### src/verilog/ssp_pkg.sv
// How it works
// shift eight bits out and in together
// shift register moves msb first
// full byte copies to buffer, sets flags
// buffer read clears full; next byte overlaps
// buffer write while busy dropped, collision set
// software clears the collision flag
// slave overflow keeps old buffer, sets flag
// overflow never set in master operation
// software clears overflow and reads every byte
// master buffer write starts a transfer
// enable bit hands pins to the port
// cleared enable releases pins to general use
// polarity one: idle high, sample rising
// polarity zero: idle low, sample falling
// master codes pick the four clock rates
// slave codes with and without select
// two-wire codes leave this port idle
// software reads buffer before next write
// select low enables slave and drives out
// select high releases out, transfer resumes
// master gives eight clock pulses, then idles
// flags clear on reset
package ssp_pkg;
  // ***********************************************
  // register map (index, byte address = 4 x index)
  // ***********************************************
  localparam logic [11:0] IDX_XFER_BUFFER  = 12'h0013;
  localparam logic [11:0] IDX_PORT_CONTROL = 12'h0014;
  localparam logic [11:0] IDX_PORT_STATUS  = 12'h0094;
  localparam logic [11:0] IDX_PORT_EVENT   = 12'h0020;
  localparam logic [11:0] ADDR_XFER_BUFFER  = 12'(IDX_XFER_BUFFER * 4);
  localparam logic [11:0] ADDR_PORT_CONTROL = 12'(IDX_PORT_CONTROL * 4);
  localparam logic [11:0] ADDR_PORT_STATUS  = 12'(IDX_PORT_STATUS * 4);
  localparam logic [11:0] ADDR_PORT_EVENT   = 12'(IDX_PORT_EVENT * 4);
  // ***********************************************
  // fields
  // ***********************************************
  localparam int BIT_WRITE_COLLISION_FLAG = 7;
  localparam int BIT_OVF  = 6;
  localparam int BIT_EN   = 5;
  localparam int BIT_CKP  = 4;
  localparam int BIT_BF   = 0;
  localparam int BIT_IRQ  = 0;
  localparam logic [7:0] CONTROL_RESET = 8'h00;
  localparam logic [3:0] MODE_MST_DIV4  = 4'h0;
  localparam logic [3:0] MODE_MST_DIV16 = 4'h1;
  localparam logic [3:0] MODE_MST_DIV64 = 4'h2;
  localparam logic [3:0] MODE_MST_TIMER_TWO  = 4'h3;
  localparam logic [3:0] MODE_SLV_SS    = 4'h4;
  localparam logic [3:0] MODE_SLV_NOSS  = 4'h5;
  // ***********************************************
  // timing: serial clock period in system clocks
  // ***********************************************
  localparam int DIV_FAST = 4;
  localparam int DIV_MID  = 16;
  localparam int DIV_SLOW = 64;
  localparam logic [5:0] HALF_FAST = 6'(DIV_FAST / 2 - 1);
  localparam logic [5:0] HALF_MID  = 6'(DIV_MID / 2 - 1);
  localparam logic [5:0] HALF_SLOW = 6'(DIV_SLOW / 2 - 1);
  localparam logic [2:0] LAST_BIT  = 3'h7;
  typedef enum logic [1:0] {ST_IDLE = 2'b01, ST_RUN = 2'b10} ssp_state_t;
endpackage

### src/verilog/ssp_shift_if.sv
`timescale 1ns/10ps
interface ssp_shift_if;
  logic       clear;
  logic       load;
  logic [7:0] load_data;
  logic       change;
  logic       sample;
  logic       sdi_bit;
  logic [7:0] data;
  logic       sdo_bit;
  logic       done;
  logic       busy;
  modport shifter (input clear, load, load_data, change, sample, sdi_bit, output data, sdo_bit, done, busy);
  modport ctrl (output clear, load, load_data, change, sample, sdi_bit, input data, sdo_bit, done, busy);
endinterface

### src/verilog/ssp_top.sv
`timescale 1ns/10ps
module ssp_top
  import ssp_pkg::*;
(
  // system
  input  wire logic        CLK,
  input  wire logic        RST,
  // apb slave
  input  wire logic        PSEL,
  input  wire logic        PENABLE,
  input  wire logic        PWRITE,
  input  wire logic [11:0] PADDR,
  input  wire logic [31:0] PWDATA,
  output logic      [31:0] PRDATA,
  output logic             PREADY,
  output logic             PSLVERR,
  // serial pins
  input  wire logic        SCK_I,
  output logic             SCK_O,
  output logic             SCK_OE_N,
  input  wire logic        SERIAL_IN_PIN,
  output logic             SERIAL_OUT_PIN,
  output logic             SERIAL_OUT_OE_N,
  input  wire logic        SS_N,
  // timer and event
  input  wire logic        TIMER_TWO_TICK,
  output logic             PORT_IRQ_FLAG
);
  // ***********************************************
  // registers
  // ***********************************************
  ssp_state_t  state_ff;
  logic [7:0]  ctl_ff;
  logic [7:0]  buf_ff;
  logic        bf_ff;
  logic        irq_ff;
  logic [5:0]  hcnt_ff;
  logic [2:0]  pcnt_ff;
  logic        sck_ff;
  logic        m_smp_ff;
  logic        sck_d_ff;
  logic        sck_oe_n_ff;
  logic        sdo_oe_n_ff;
  logic [31:0] prdata_ff;
  logic        pready_ff;
  logic        pslverr_ff;
  logic [2:0]  pins_s;
  ssp_shift_if sif ();
  // ***********************************************
  // pin synchronisers and shifter
  // ***********************************************
  ssp_sync #(.W(3)) u_sync (
    .clk (CLK),
    .rst (RST),
    .d   ({SCK_I, SERIAL_IN_PIN, SS_N}),
    .q   (pins_s)
  );
  ssp_shifter u_shift (
    .clk (CLK),
    .rst (RST),
    .sif (sif)
  );
  wire sck_s  = pins_s[2];
  wire sdi_s  = pins_s[1];
  wire ss_n_s = pins_s[0];
  // ***********************************************
  // mode decode
  // ***********************************************
  wire [3:0] mode      = ctl_ff[3:0];
  wire       en        = ctl_ff[BIT_EN];
  wire       clock_polarity_bit       = ctl_ff[BIT_CKP];
  wire       is_master = en && (mode <= MODE_MST_TIMER_TWO);
  wire       is_slv_ss = en && (mode == MODE_SLV_SS);
  wire       is_slv_no = en && (mode == MODE_SLV_NOSS);
  wire       is_slave  = is_slv_ss || is_slv_no;
  wire       slave_go  = is_slv_no || (is_slv_ss && !ss_n_s);
  wire       running   = (state_ff == ST_RUN);
  wire       busy      = running || sif.busy;
  // ***********************************************
  // apb decode
  // ***********************************************
  wire access  = PSEL && PENABLE && pready_ff;
  wire setup   = PSEL && !PENABLE;
  wire sel_buf = (PADDR == ADDR_XFER_BUFFER);
  wire sel_ctl = (PADDR == ADDR_PORT_CONTROL);
  wire sel_sta = (PADDR == ADDR_PORT_STATUS);
  wire sel_evt = (PADDR == ADDR_PORT_EVENT);
  wire mapped  = sel_buf || sel_ctl || sel_sta || sel_evt;
  wire wr      = access && PWRITE && mapped;
  wire wr_buf  = wr && sel_buf;
  wire wr_ctl  = wr && sel_ctl;
  wire wr_evt  = wr && sel_evt;
  wire rd_buf  = access && !PWRITE && sel_buf;
  wire buf_ok  = wr_buf && !busy;
  wire [31:0] rd_val = sel_buf ? {24'h0000_00, buf_ff} :
                       sel_ctl ? {24'h0000_00, ctl_ff} :
                       sel_sta ? {31'h0000_0000, bf_ff} :
                       sel_evt ? {31'h0000_0000, irq_ff} : 32'h0000_0000;
  // ***********************************************
  // master clock generator
  // ***********************************************
  wire [5:0] half = (mode == MODE_MST_DIV4)  ? HALF_FAST :
                    (mode == MODE_MST_DIV16) ? HALF_MID : HALF_SLOW;
  wire m_tick   = running && ((mode == MODE_MST_TIMER_TWO) ? TIMER_TWO_TICK : (hcnt_ff == half));
  wire m_change = m_tick && (sck_ff == clock_polarity_bit);
  wire m_sample = m_tick && (sck_ff != clock_polarity_bit);
  wire m_last   = m_sample && (pcnt_ff == LAST_BIT);
  // ***********************************************
  // slave edge detect
  // ***********************************************
  wire s_edge   = slave_go && (sck_s != sck_d_ff);
  wire s_change = s_edge && (sck_s != clock_polarity_bit);
  wire s_sample = s_edge && (sck_s == clock_polarity_bit);
  // ***********************************************
  // shifter control
  // ***********************************************
  assign sif.clear     = !is_master && !is_slave;
  assign sif.load      = buf_ok;
  assign sif.load_data = PWDATA[7:0];
  assign sif.change    = m_change || s_change;
  // master samples one cycle after its trailing edge: data in lags the pin by the synchroniser
  assign sif.sample    = (m_smp_ff && is_master) || s_sample;
  assign sif.sdi_bit   = sdi_s;
  wire cpl      = sif.done;
  wire overflow = cpl && is_slave && bf_ff && !rd_buf;
  // ***********************************************
  // state and clock
  // ***********************************************
  always_ff @(posedge CLK or posedge RST) begin
    if (RST) begin
      state_ff <= ST_IDLE;
      hcnt_ff  <= 6'h00;
      pcnt_ff  <= 3'h0;
      sck_ff   <= 1'b0;
      m_smp_ff <= 1'b0;
    end else begin
      m_smp_ff <= m_sample;
      case (state_ff)
        ST_IDLE: begin
          hcnt_ff <= 6'h00;
          pcnt_ff <= 3'h0;
          sck_ff  <= clock_polarity_bit;
          if (buf_ok && is_master) begin
            state_ff <= ST_RUN;
          end
        end
        ST_RUN: begin
          hcnt_ff <= m_tick ? 6'h00 : hcnt_ff + 6'h01;
          if (m_tick) begin
            sck_ff <= ~sck_ff;
          end
          if (m_sample) begin
            pcnt_ff <= pcnt_ff + 3'h1;
          end
          if (m_last || !is_master) begin
            state_ff <= ST_IDLE;
          end
        end
        default: state_ff <= ST_IDLE;
      endcase
    end
  end
  // ***********************************************
  // control, buffer and flags
  // ***********************************************
  always_ff @(posedge CLK or posedge RST) begin
    if (RST) begin
      ctl_ff <= CONTROL_RESET;
      buf_ff <= 8'h00;
      bf_ff  <= 1'b0;
      irq_ff <= 1'b0;
    end else begin
      if (wr_ctl) begin
        ctl_ff <= PWDATA[7:0];
      end
      if (wr_buf && busy) begin
        ctl_ff[BIT_WRITE_COLLISION_FLAG] <= 1'b1;
      end
      if (overflow) begin
        ctl_ff[BIT_OVF] <= 1'b1;
      end
      if (rd_buf) begin
        bf_ff <= 1'b0;
      end
      if (wr_evt && PWDATA[BIT_IRQ]) begin
        irq_ff <= 1'b0;
      end
      if (cpl && !overflow) begin
        buf_ff <= sif.data;
        bf_ff  <= 1'b1;
        irq_ff <= 1'b1;
      end
    end
  end
  // ***********************************************
  // pins and bus outputs
  // ***********************************************
  always_ff @(posedge CLK or posedge RST) begin
    if (RST) begin
      sck_d_ff    <= 1'b0;
      sck_oe_n_ff <= 1'b1;
      sdo_oe_n_ff <= 1'b1;
      prdata_ff   <= 32'h0000_0000;
      pready_ff   <= 1'b0;
      pslverr_ff  <= 1'b0;
    end else begin
      sck_d_ff    <= sck_s;
      sck_oe_n_ff <= !is_master;
      sdo_oe_n_ff <= !(is_master || slave_go);
      pready_ff   <= setup;
      if (setup) begin
        prdata_ff  <= rd_val;
        pslverr_ff <= !(sel_buf || sel_ctl || sel_sta || sel_evt);
      end
    end
  end
  assign SCK_O           = sck_ff;
  assign SCK_OE_N        = sck_oe_n_ff;
  assign SERIAL_OUT_PIN  = sif.sdo_bit;
  assign SERIAL_OUT_OE_N = sdo_oe_n_ff;
  assign PRDATA          = prdata_ff;
  assign PREADY          = pready_ff;
  assign PSLVERR         = pslverr_ff;
  assign PORT_IRQ_FLAG   = irq_ff;
  // ***********************************************
  // checks
  // ***********************************************
  AST_BF_SET: assert property (@(posedge CLK) disable iff (RST)
    (cpl && !overflow) |=> (bf_ff && irq_ff && buf_ff == $past(sif.data)))
    else $error("completed byte not stored");
  AST_READ_CLR: assert property (@(posedge CLK) disable iff (RST)
    (rd_buf && !cpl) |=> !bf_ff)
    else $error("buffer read did not clear full bit");
  AST_WRITE_COLLISION_FLAG: assert property (@(posedge CLK) disable iff (RST)
    (wr_buf && busy) |=> (ctl_ff[BIT_WRITE_COLLISION_FLAG] &&
      (sif.data == $past(sif.data) || sif.data == {$past(sif.data[6:0]), $past(sif.sdi_bit)})))
    else $error("busy write not flagged or not dropped");
  AST_OVF_LOST: assert property (@(posedge CLK) disable iff (RST)
    overflow |=> (ctl_ff[BIT_OVF] && $stable(buf_ff) && bf_ff))
    else $error("overflow not flagged or buffer overwritten");
  AST_OVF_SLAVE: assert property (@(posedge CLK) disable iff (RST)
    (!$past(ctl_ff[BIT_OVF]) && ctl_ff[BIT_OVF]) |-> ($past(is_slave) || $past(wr_ctl)))
    else $error("overflow set outside slave operation");
  AST_START: assert property (@(posedge CLK) disable iff (RST)
    (buf_ok && is_master && mode != MODE_MST_TIMER_TWO) |=> running ##[1:32] (sck_ff != clock_polarity_bit))
    else $error("master write did not start a transfer");
  AST_DISABLE: assert property (@(posedge CLK) disable iff (RST)
    !en |=> (SCK_OE_N && SERIAL_OUT_OE_N))
    else $error("pins not released while disabled");
  AST_IDLE_HIGH: assert property (@(posedge CLK) disable iff (RST)
    (!running && $past(!running) && clock_polarity_bit && $past(clock_polarity_bit)) |-> SCK_O)
    else $error("clock not idle high");
  AST_IDLE_LOW: assert property (@(posedge CLK) disable iff (RST)
    (!running && $past(!running) && !clock_polarity_bit && $past(!clock_polarity_bit)) |-> !SCK_O)
    else $error("clock not idle low");
  AST_SS_REL: assert property (@(posedge CLK) disable iff (RST)
    (is_slv_ss && ss_n_s) |=> SERIAL_OUT_OE_N)
    else $error("output driven while select high");
  AST_EIGHT: assert property (@(posedge CLK) disable iff (RST)
    m_last |=> (!running && pcnt_ff == 3'h0))
    else $error("master did not stop after eight pulses");
endmodule // ssp_top

### src/verilog/ssp_sync.sv
`timescale 1ns/10ps
module ssp_sync #(
  parameter int W = 1
) (
  input  wire logic         clk,
  input  wire logic         rst,
  input  wire logic [W-1:0] d,
  output logic      [W-1:0] q
);
  logic [W-1:0] meta_ff;
  always_ff @(posedge clk or posedge rst) begin
    if (rst) begin
      meta_ff <= '0;
      q       <= '0;
    end else begin
      meta_ff <= d;
      q       <= meta_ff;
    end
  end
endmodule // ssp_sync

### src/verilog/ssp_shifter.sv
`timescale 1ns/10ps
module ssp_shifter
  import ssp_pkg::*;
(
  input wire logic    clk,
  input wire logic    rst,
  ssp_shift_if.shifter sif
);
  logic [7:0] sr_ff;
  logic [2:0] cnt_ff;
  logic       sdo_ff;
  logic       done_ff;
  logic       busy_ff;
  assign sif.data    = sr_ff;
  assign sif.sdo_bit = sdo_ff;
  assign sif.done    = done_ff;
  assign sif.busy    = busy_ff;
  always_ff @(posedge clk or posedge rst) begin
    if (rst) begin
      sr_ff   <= 8'h00;
      cnt_ff  <= 3'h0;
      sdo_ff  <= 1'b0;
      done_ff <= 1'b0;
      busy_ff <= 1'b0;
    end else begin
      done_ff <= 1'b0;
      if (sif.clear) begin
        cnt_ff  <= 3'h0;
        busy_ff <= 1'b0;
      end else if (sif.load) begin
        sr_ff  <= sif.load_data;
        cnt_ff <= 3'h0;
        sdo_ff <= sif.load_data[7];
      end else begin
        if (sif.change) begin
          sdo_ff  <= sr_ff[7];
          busy_ff <= 1'b1;
        end
        if (sif.sample) begin
          sr_ff  <= {sr_ff[6:0], sif.sdi_bit};
          cnt_ff <= cnt_ff + 3'h1;
          if (cnt_ff == LAST_BIT) begin
            done_ff <= 1'b1;
            busy_ff <= 1'b0;
          end
        end
      end
    end
  end
endmodule // ssp_shifter

### config.mk
export PLATFORM = sky130hd
export DESIGN_NAME = ssp_top
export DESIGN_NICKNAME = d
export VERILOG_FILES = /design/src/verilog/ssp_pkg.sv /design/src/verilog/ssp_shift_if.sv /design/src/verilog/ssp_top.sv /design/src/verilog/ssp_sync.sv /design/src/verilog/ssp_shifter.sv
export SDC_FILE = /design/constraint.sdc
export NUM_CORES = 1
export LEC_CHECK = 0
export CAP_MARGIN = 15
export CORE_UTILIZATION = 60
export DETAILED_ROUTE_END_ITERATION = 7
export DONT_BUFFER_PORTS = 1
export PLACE_DENSITY = 0.79
export SYNTH_ARGS = -nofsm -noshare
export SYNTH_HDL_FRONTEND = slang
export SYNTH_HIERARCHICAL = 1
export SYNTH_SLANG_ARGS = --single-unit
### constraint.sdc
create_clock -name CLK -period 5.15 [get_ports CLK]
set_clock_uncertainty 0.1 [all_clocks]
set_input_delay 0.2575 -clock CLK [delete_from_list [all_inputs] [get_ports CLK]]
set_output_delay 0.2575 -clock CLK [all_outputs]
set_load 0.1 [all_outputs]
* Yosys cells after proc, flatten, opt, wreduce, memory -nomap -nowiden *
Cells that the tools add are included.
Widths: inputs -> output; s select.

operators by class
  $lt $le $gt $ge = 1
  equal/unequal tests = 23
  bitwise logic cells = 2
  reductions and logical operators = 65
  muxes and demuxes = 39
  add/subtract/negate cells = 3

operators by type and width
  kind                  number
  $mux 8                5
  $logic_and 1x1->1     31
  $eq 12x7->1 const B   2
  $mux 1                21
  $reduce_bool 2->1     7
  $eq 12x10->1 const B  1
  $eq 12x8->1 const B   1
  $mux 3                4
  $pmux 6 s2            1
  $logic_not 1->1       10
  $logic_or 1x1->1      10
  $mux 5                2
  $reduce_and 2->1      5
  $eq 4x3->1 const B    2
  $add 3x1->3 const B   2
  $add 6x1->6 const B   1
  $eq 3x3->1 const B    2
  $eq 6x5->1            1
  $mux 6                1
  $ne 2x1->1 const B    3
  $pmux 3 s2            1
  $eq 4x1->1 const B    1
  $eq 4x2->1 const B    1
  $le 4x2->1 const B    1
  11 further kinds      17

storage, ports and cells
  logic and storage cells = 157
  input bits = 53
  register bits after elaboration = 88

* Depth between registers and ports, before layout *
Gate-level depths: netlist of run 1.

  depth after elaboration = 13
  mapped depth = 10
  depth with buffers taken out = 10

* Hierarchy *
The synthesis of run 1 kept the hierarchy.

modules (own cells, without submodules)
  module       area an instance (um^2)  times used  cells an instance
  ssp_top      2588.7                   1           258
  ssp_shifter  683.2                    1           66
  ssp_sync     153.9                    1           7

* Worst setup path before layout of run 1 *
OpenSTA, ideal clock, no wires.

  path kind = register to register
  from = reg pready_ff, in the netlist PREADY
  to = reg ctl_ff[0]
  stages on the path, launching flop included = 4
  clock period less this slack = 2.276 ns
  buffers on the path = 0
  setup time = 0.125 ns
  path slack = 2.874 ns
  required time = 4.925 ns
  data arrival time = 2.051 ns
  cell sequence = dfrtp_1 > nand4_1 > nor4_4 > mux2_2

between the ends
  longest elaborated chain between the ends = 4

ends and longest elaborated chain
  item                             RTL line        RTL
  start, declared                  ssp_top.sv:45   logic pready_ff;
  start signal, assigned           ssp_top.sv:210  pready_ff <= setup;
  $logic_and 1x1->1                ssp_top.sv:82   wire access = PSEL && PENABLE && pready_ff;
  $logic_and 1x1->1 (2 in series)  ssp_top.sv:89   wire wr = access && PWRITE && mapped;
  $logic_and 1x1->1                ssp_top.sv:91   wire wr_ctl = wr && sel_ctl;
  end signal, assigned             ssp_top.sv:174  ctl_ff <= PWDATA[7:0];
  end, declared                    ssp_top.sv:33   logic [7:0] ctl_ff;

No other way between the ends.
A chain may end at the register's enable or synchronous reset.

* Worst setup path in the final report of run 1 *
  from = reg pready_ff, in the netlist PREADY
  to = reg ctl_ff[5]

The elaborated chain is that of the path after synthesis.

==> results of run 1 <==
power breakdown:
part / switching [mW] / leakage, nW / internal, mW
sequential: 0.0635 / 0.840 / 0.512
clock: 0.186 / 0.0973 / 0.244
combinational: 0.0971 / 0.752 / 0.0150
total: 0.346 / 1.69 / 0.770
worst max-delay path, delay by kind of cell, from the launching register on:
family           cells  cell delay (ps)
flip-flops           1              950
multiplexers         1              410
AND/OR/NAND/NOR      2             1060
through the flow:
step                      util (%)  setup WS [ps]  cells  area [um2]  hold WS, ps
after floorplan                  -           2870    354        3510        -51.5
after global placement        60.7           1970    391        3340        -34.1
after detailed placement      60.7           1920    391        3340        -30.1
after CTS                     66.4           1910    417        3650         4.06
after global routing          66.5           2390    418        3660         8.05
final                         66.5           2510    418        3660         11.1
cell usage after synthesis, types with 2 or more instances:
master,n
nand4_1,4
buf_6,3
nand2_1,16
dfstp_2,3
clkbuf_1,4
a221oi_1,7
inv_2,2
and4b_1,3
o211ai_1,5
mux2i_1,3
and2_1,3
mux2_2,14
a21oi_1,16
a211o_1,2
buf_4,27
nor2b_1,4
o22ai_1,11
nor4b_1,2
o21ai_0,9
inv_1,12
nand2b_1,6
o21ai_1,3
ha_1,7
a211o_2,2
a21o_1,6
dfrtp_1,61
nor3_1,12
nor2_1,34
nand3_1,10
xnor2_1,2
flip-flops by register name, summed over array words and instances (netlist names), 2 cells and up:
| register | flops |
|---|---|
| PRDATA | 8 |
| buf_ff | 8 |
| ctl_ff | 8 |
| hcnt_ff | 6 |
| pcnt_ff | 3 |
| state_ff | 2 |
| u_shift/cnt_ff | 3 |
| u_shift/sif.data | 8 |
| u_sync/meta_ff | 3 |
| u_sync/q | 3 |
routing by layer:
layer | GRT usage (%) | part of all wire (%) | vias to the layer above
met5 | 0 | 0 | -
li1 | - | - | 1171
met2 | 38.5 | 47 | 81
met4 | 10.4 | 1.8 | 0
met1 | 34.4 | 45 | 1215
met3 | 5.88 | 5.4 | 14
kinds of logic (layout without fill, tap and decap cells):
group	Yosys count	in the layout	share of synthesized area [%]
and+or+nand+nor	110	110	17.9
AOI/OAI and AO/OA	77	77	16.6
DFF	64	64	46.9
buffers and inverters	52	44	9.71
muxes	17	17	5.48
adders and majority gates	7	7	2.56
xor gates and xnor gates	3	3	0.767
other	1	24	0.109
layout make-up:
class | count | area share (%)
clock buffer | 11 | 4.13
clock inverter | 3 | 1.16
timing repair buffer | 15 | 3.89
inverter | 15 | 1.54
sequential | 64 | 43.8
tap | 72 | 2.46
multi-input combinational | 238 | 43.0
timing repair:
item	in CTS	in global routing
endpoints found under the hold margin	73	0
setup buffers	0	0
hold buffers	12	0
worst paths after layout:
| path | startpoint | slack, ps | endpoint | cells after the start |
|---|---|---|---|---|
| max | PREADY$_DFF_PP0_ | 2510 | ctl_ff[5]$_DFFE_PP0P_ | 3 |
| min | PWDATA[0] | 10 | u_shift/sif.data[0]$_DFFE_PP0P_ | 2 |
| max reg2reg | PREADY$_DFF_PP0_ | 2510 | ctl_ff[5]$_DFFE_PP0P_ | 3 |
| min reg2reg | u_sync/meta_ff[0]$_DFF_PP0_ | 250 | u_sync/q[0]$_DFF_PP0_ | 0 |
| max in group asynchronous | RST | 4090 | pcnt_ff[1]$_DFFE_PP0P_ | 3 |
| min in group asynchronous | RST | 220 | u_sync/q[2]$_DFF_PP0_ | 2 |
==> impl_results.md, run 1 <==
- Status: finished clean
- RePlAce Congestion: roughly 0.78
- Yosys top cell area share: 44.6%
- Worst Setup End Kind: flop
- Multi-input gate area: 1570 um2
- Fillers: roughly 430
- Pin count of the biggest net entering global routing: 45
- Vias in the first global route: around 2400
- CTS HTree Levels: 3
- Post-Syn Instances: roughly 330
- Vias per cell: 5.94
- PostCTS Resize Cnt: 0
- Initial antenna violation count: 0
- First-pass DRT Iterations: 4
- Routed via count: roughly 2500
- Chip Width: ~78 um
- Cell leakage power: roughly 1.7 nW
- Crit path cell chain: nand4_1, nor4_4, mux2_2
- DRC viols: 0
- Grt ovf: 0
- Ratio of cells with drive above 1 in the final layout: ~15%
- CP max FO: 8
- Tightest Pin Transition: between 1000 and 1500 ps
- Final min period: 2640 ps
- Input/output buffers: 0
- Final Cycle Share: slightly above 50%
- Yosys top cell by area: dfrtp_1
- # rows: 27
- Slew margin rel.: 27.7%
- Net count, final: about 400
- Per-cell routed wire length: about 16 um
- Worst Path Arrival: 2770 ps
- Total Power: about 1.1 mW
- Post-synthesis async set-or-reset flop share: 100%
- Reg area: roughly 1600 um2
- DRT Wirelength: ~7000 um
- Clock buffer count from CTS: 9
- CP max stage cell: dfrtp_1
- Pwr dens: about 300 nW/um2
- Synth Register Bits: 64
- Clock Path Buffers: 2
- Hpwl dp: between 4000 and 5000 um
- Most common cell after layout, fill and taps aside: dfrtp_1
- Initial Util: 62.2%
- EDFF count, synth: 0
- Mapped cell area: between 3000 and 4000 um2
- Max Clock Freq: roughly 0.38 GHz
- Initial drt markers: 155
- Dominant synthesized flop cell: dfrtp_1
- CTS root buf: clkbuf_8
- Commonest non-fill, non-tap cells in the layout: dfrtp_1 (61), nor2_1 (34), conb_1 (24), nand2_1 (16), a21oi_1 (16)
- Class of the worst hold path: input port to flop
- Top area cells in the synthesized netlist: dfrtp_1 (45%), buf_4 (5.9%), mux2_2 (4.6%)
- Die height: approximately 78 um
- Max cap viols: 0
- Final setup violation count: 0
- Clock transition at path regs: about 70 ps
- Core area: ~5500 um2
- Unrepaired setup endpoints after global routing: no
- Slew Limit Fails: 0
- Setup_tns: 0 ps
- Critical path required time: between 5000 and 6000 ps
- Layout area overhead: 6.90%
- Max rail drop VDD: between 0.2 and 0.25 mV
- CTS tree: yes
- Die ar.: roughly 6000 um2
- Sink Count: 64
- Hold Fails Final Rpt: 0
- First-pass GRT wire length: about 12000 um
- Netlist cell types: slightly below 70
- All-layer global routing usage: between 20% and 30%
- Syn. warnings: 6
- Seq/Total Area, Yosys: a little under half
- CP Launch Type: flop
- ANT cells: 0
- Routed Antenna Nets: 0
- I/O pins: 92
- Slowest Stage Delay on Critical Path: about 950 ps
- WS Path Type: flop to flop
- Worst-Skew Late Latency: around 340 ps
- Syn Area/Cell: just over 10 um2
Power figures use the tool's default switching activity.
==> inputs of run 2 (changes only) <==
==> constraint.sdc (replaced) <==
create_clock -name CLK -period 2.75 [get_ports CLK]
set_clock_uncertainty 0.1 [all_clocks]
set_input_delay 0.1375 -clock CLK [delete_from_list [all_inputs] [get_ports CLK]]
set_output_delay 0.1375 -clock CLK [all_outputs]
set_load 0.1 [all_outputs]
==> run 2 against run 1 <==
Cell count rose by 4.5%. Hold slack got worse by 2.6 ps. Worst setup slack got worse by 2100 ps. Fmax rose by 13%. Die area did not move. Clock power rose by 76%. Core utilization rose by 2.5 points. Register-to-register slack got worse by 2100 ps. Wire length rose by 1.9%. Clock-buffer cell count rose by 2. Sequential power rose by 69%. Cell area rose by 3.8%.
==> impl_results.md, run 2 (synthesis gave the netlist of run 1 again) <==
- Pin count of the biggest net entering global routing: 26 (-42%)
- R2R depth: 7 (+4)
- Worst Path Arrival: 2440 ps (-330 ps)
- I/O pins: 92 (unchanged)
- R2R Setup Slk: 420 ps (-2090 ps)
- Layout area overhead: 11.0%
- Hold Fails Final Rpt: 0 (unchanged)
- Slew margin rel.: 36.3% (+8.6 points)
- PostCTS Resize Cnt: 0 (unchanged)
- Worst Setup End Kind: flop
- RePlAce Congestion: 0.821 (+5.4%)
- Die ar.: 6020 um2 (unchanged)
- ANT cells: 0 (unchanged)
- Pwr dens: 545 nW/um2 (+79%)
- Hpwl dp: 4930 um (+3.3%)
- Fillers: 423 (-0.94%)
- CP max FO: 9 (+1)
- DRT Wirelength: 7030 um (+1.9%)
- Max rail drop VDD: 0.356 mV (+55%)
- Commonest non-fill, non-tap cells in the layout: dfrtp_1 (61), nor2_1 (34), conb_1 (24), buf_4 (18)
- Crit path from: ctl_ff[1]$_DFFE_PP0P_
- All-layer global routing usage: 25.9% (+0.70 points)
- Cell leakage power: 1.78 nW (+5.3%)
- Status: finished clean
- Top delay family on crit path: compound AO/OA/AOI/OAI gates
- Clock Path Buffers: 2 (unchanged)
- Net count, final: 421 (+4.5%)
- WP depth: 7 (+4)
- Initial drt markers: 216 (+39%)
- Max Clock Freq: 0.430 GHz (+13%)
- CP Capture Point: u_shift/sif.sdo_bit$_DFFE_PP0P_
- Class of the worst hold path: input port to flop
- WP buf/inv: 0 (unchanged)
- Final min period: 2330 ps (-310 ps)
- Multi-input gate area: 1570 um2 (unchanged)
- Clock buffer count from CTS: 9 (unchanged)
- Critical path required time: 2860 ps (-2420 ps)
- Unrepaired setup endpoints after global routing: no
- Postcts setup bufs: 0 (unchanged)
- Slew Limit Fails: 0 (unchanged)
- CP max stage cell: dfrtp_1
- CTS tree: yes
- Initial antenna violation count: 0 (unchanged)
- M1 WL: 2980 um (-4.6%)
- Worst-Skew Late Latency: 330 ps (about the same)
- Routed via count: 2595 (+4.6%)
- Most common cell after layout, fill and taps aside: dfrtp_1
- Setup_tns: 0 ps (unchanged)
- Clock transition at path regs: 70 ps (about the same)
- Max cap viols: 0 (unchanged)
- Input/output buffers: 0 (unchanged)
- Final Hold Slack: 8.52 ps (-2.56 ps)
- Final Cycle Share: 84.7% (+33 points)
- Chip Width: 77.6 um (unchanged)
- First-pass GRT wire length: 11900 um (+3.1%)
- Tightest Pin Transition: 950 ps (-135 ps)
- First-pass DRT Iterations: 6 (+2)
- Core area: 5510 um2 (unchanged)
- Die height: 77.6 um (unchanged)
- Crit path cell chain: a211o_2, a221oi_4, a21oi_2, o211ai_1, nand2b_1, o22ai_1, a21oi_1
- RR Endpoint: u_shift/sif.sdo_bit$_DFFE_PP0P_
- Per-cell routed wire length: 16.1 um (-2.5%)
- Uppermost layer routed: met4
- Vias per cell: 5.94 (about the same)
- Slowest Stage Delay on Critical Path: 490 ps (-460 ps)
- Reg area: 1610 um2 (unchanged)
- CTS root buf: clkbuf_8
- # rows: 27 (unchanged)
- Ratio of cells with drive above 1 in the final layout: 18.6% (+3.6 points)
- DRC viols: 0 (unchanged)
- Final setup violation count: 0 (unchanged)
- CTS HTree Levels: 3 (unchanged)
- Initial Util: 62.2% (unchanged)
- Met2 Wirelength: 3420 um (+4.5%)
- Sink Count: 64 (unchanged)
- Reg2Reg Launch Point: ctl_ff[1]$_DFFE_PP0P_
- Vias in the first global route: 2443 (+3.7%)
- WS Path Type: flop to flop
- CP Launch Type: flop
- Met3 WL: 456 um (+23%)
- Grt ovf: 0 (unchanged)
- Routed Antenna Nets: 0 (unchanged)
==> run 2: cell types whose count changed in the layout (fill, tap and decap cells not counted), sizes merged <==
| cell | before | now |
|---|---|---|
| clkbuf | 12 | 13 |
| buf | 2 | 18 |
| dlygate4sd3 | 12 | 15 |
| bufinv | 1 | 0 |
==> run 2: layout make-up <==
type	instances	area share [%]
clock inverter	2	0.329
timing repair buffer	33	7.50
clock buffer	13	4.71
multi-input combinational	238	41.4
sequential	64	42.2
tap	72	2.37
inverter	15	1.48
==> run 2: worst min path at each step <==
stage                     startpoint  cells past startpoint  slack [ps]                           to
after floorplan                  RST                      1        -170  u_sync/meta_ff[0]$_DFF_PP0_
after global placement           RST                      1        -160  u_sync/meta_ff[1]$_DFF_PP0_
after detailed placement         RST                      1        -150  u_sync/meta_ff[0]$_DFF_PP0_
after CTS                   PADDR[9]                      3           2      state_ff[1]$_DFFE_PP0P_
after global routing        PADDR[9]                      3          20      state_ff[1]$_DFFE_PP0P_
final                       PADDR[9]                      3           9      state_ff[1]$_DFFE_PP0P_
==> run 2: per-stage QoR <==
| stage | cells | power, mW | cell area (um2) | utilization [%] | worst slack [ps] |
|---|---|---|---|---|---|
| floorplan | 354 | 1.30 | 3510 | - | 474 |
| global placement | 407 | 1.31 | 3460 | 62.8 | 490 |
| detailed placement | 407 | 1.31 | 3460 | 62.8 | 418 |
| CTS | 437 | 2.09 | 3800 | 69.1 | 414 |
| global route | 437 | 2.16 | 3800 | 69.1 | 234 |
| finish | 437 | 2.07 | 3800 | 69.1 | 422 |
==> run 2: tightest hold or removal path: stages <==
cell and delay (ps):
nor3_1 40, nand4_1 130, a211oi_1 90
==> run 2: per-layer routing <==
layer | global-route usage, % | vias up
li1 | - | 1213
met1 | 34.1 | 1239
met2 | 40.3 | 120
met3 | 7.29 | 23
met4 | 10.2 | 0
met5 | 0 | -
==> run 2: repair_timing <==
action	4_1_cts	5_1_grt
hold endpoints to repair	64	0
setup endpoints to repair	0	0
hold buffers	15	0
==> run 2: power breakdown <==
group	total, mW	switching, mW	internal, mW
combinational	0.346	0.297	0.0490
sequential	0.970	0.00902	0.961
clock	0.756	0.337	0.419
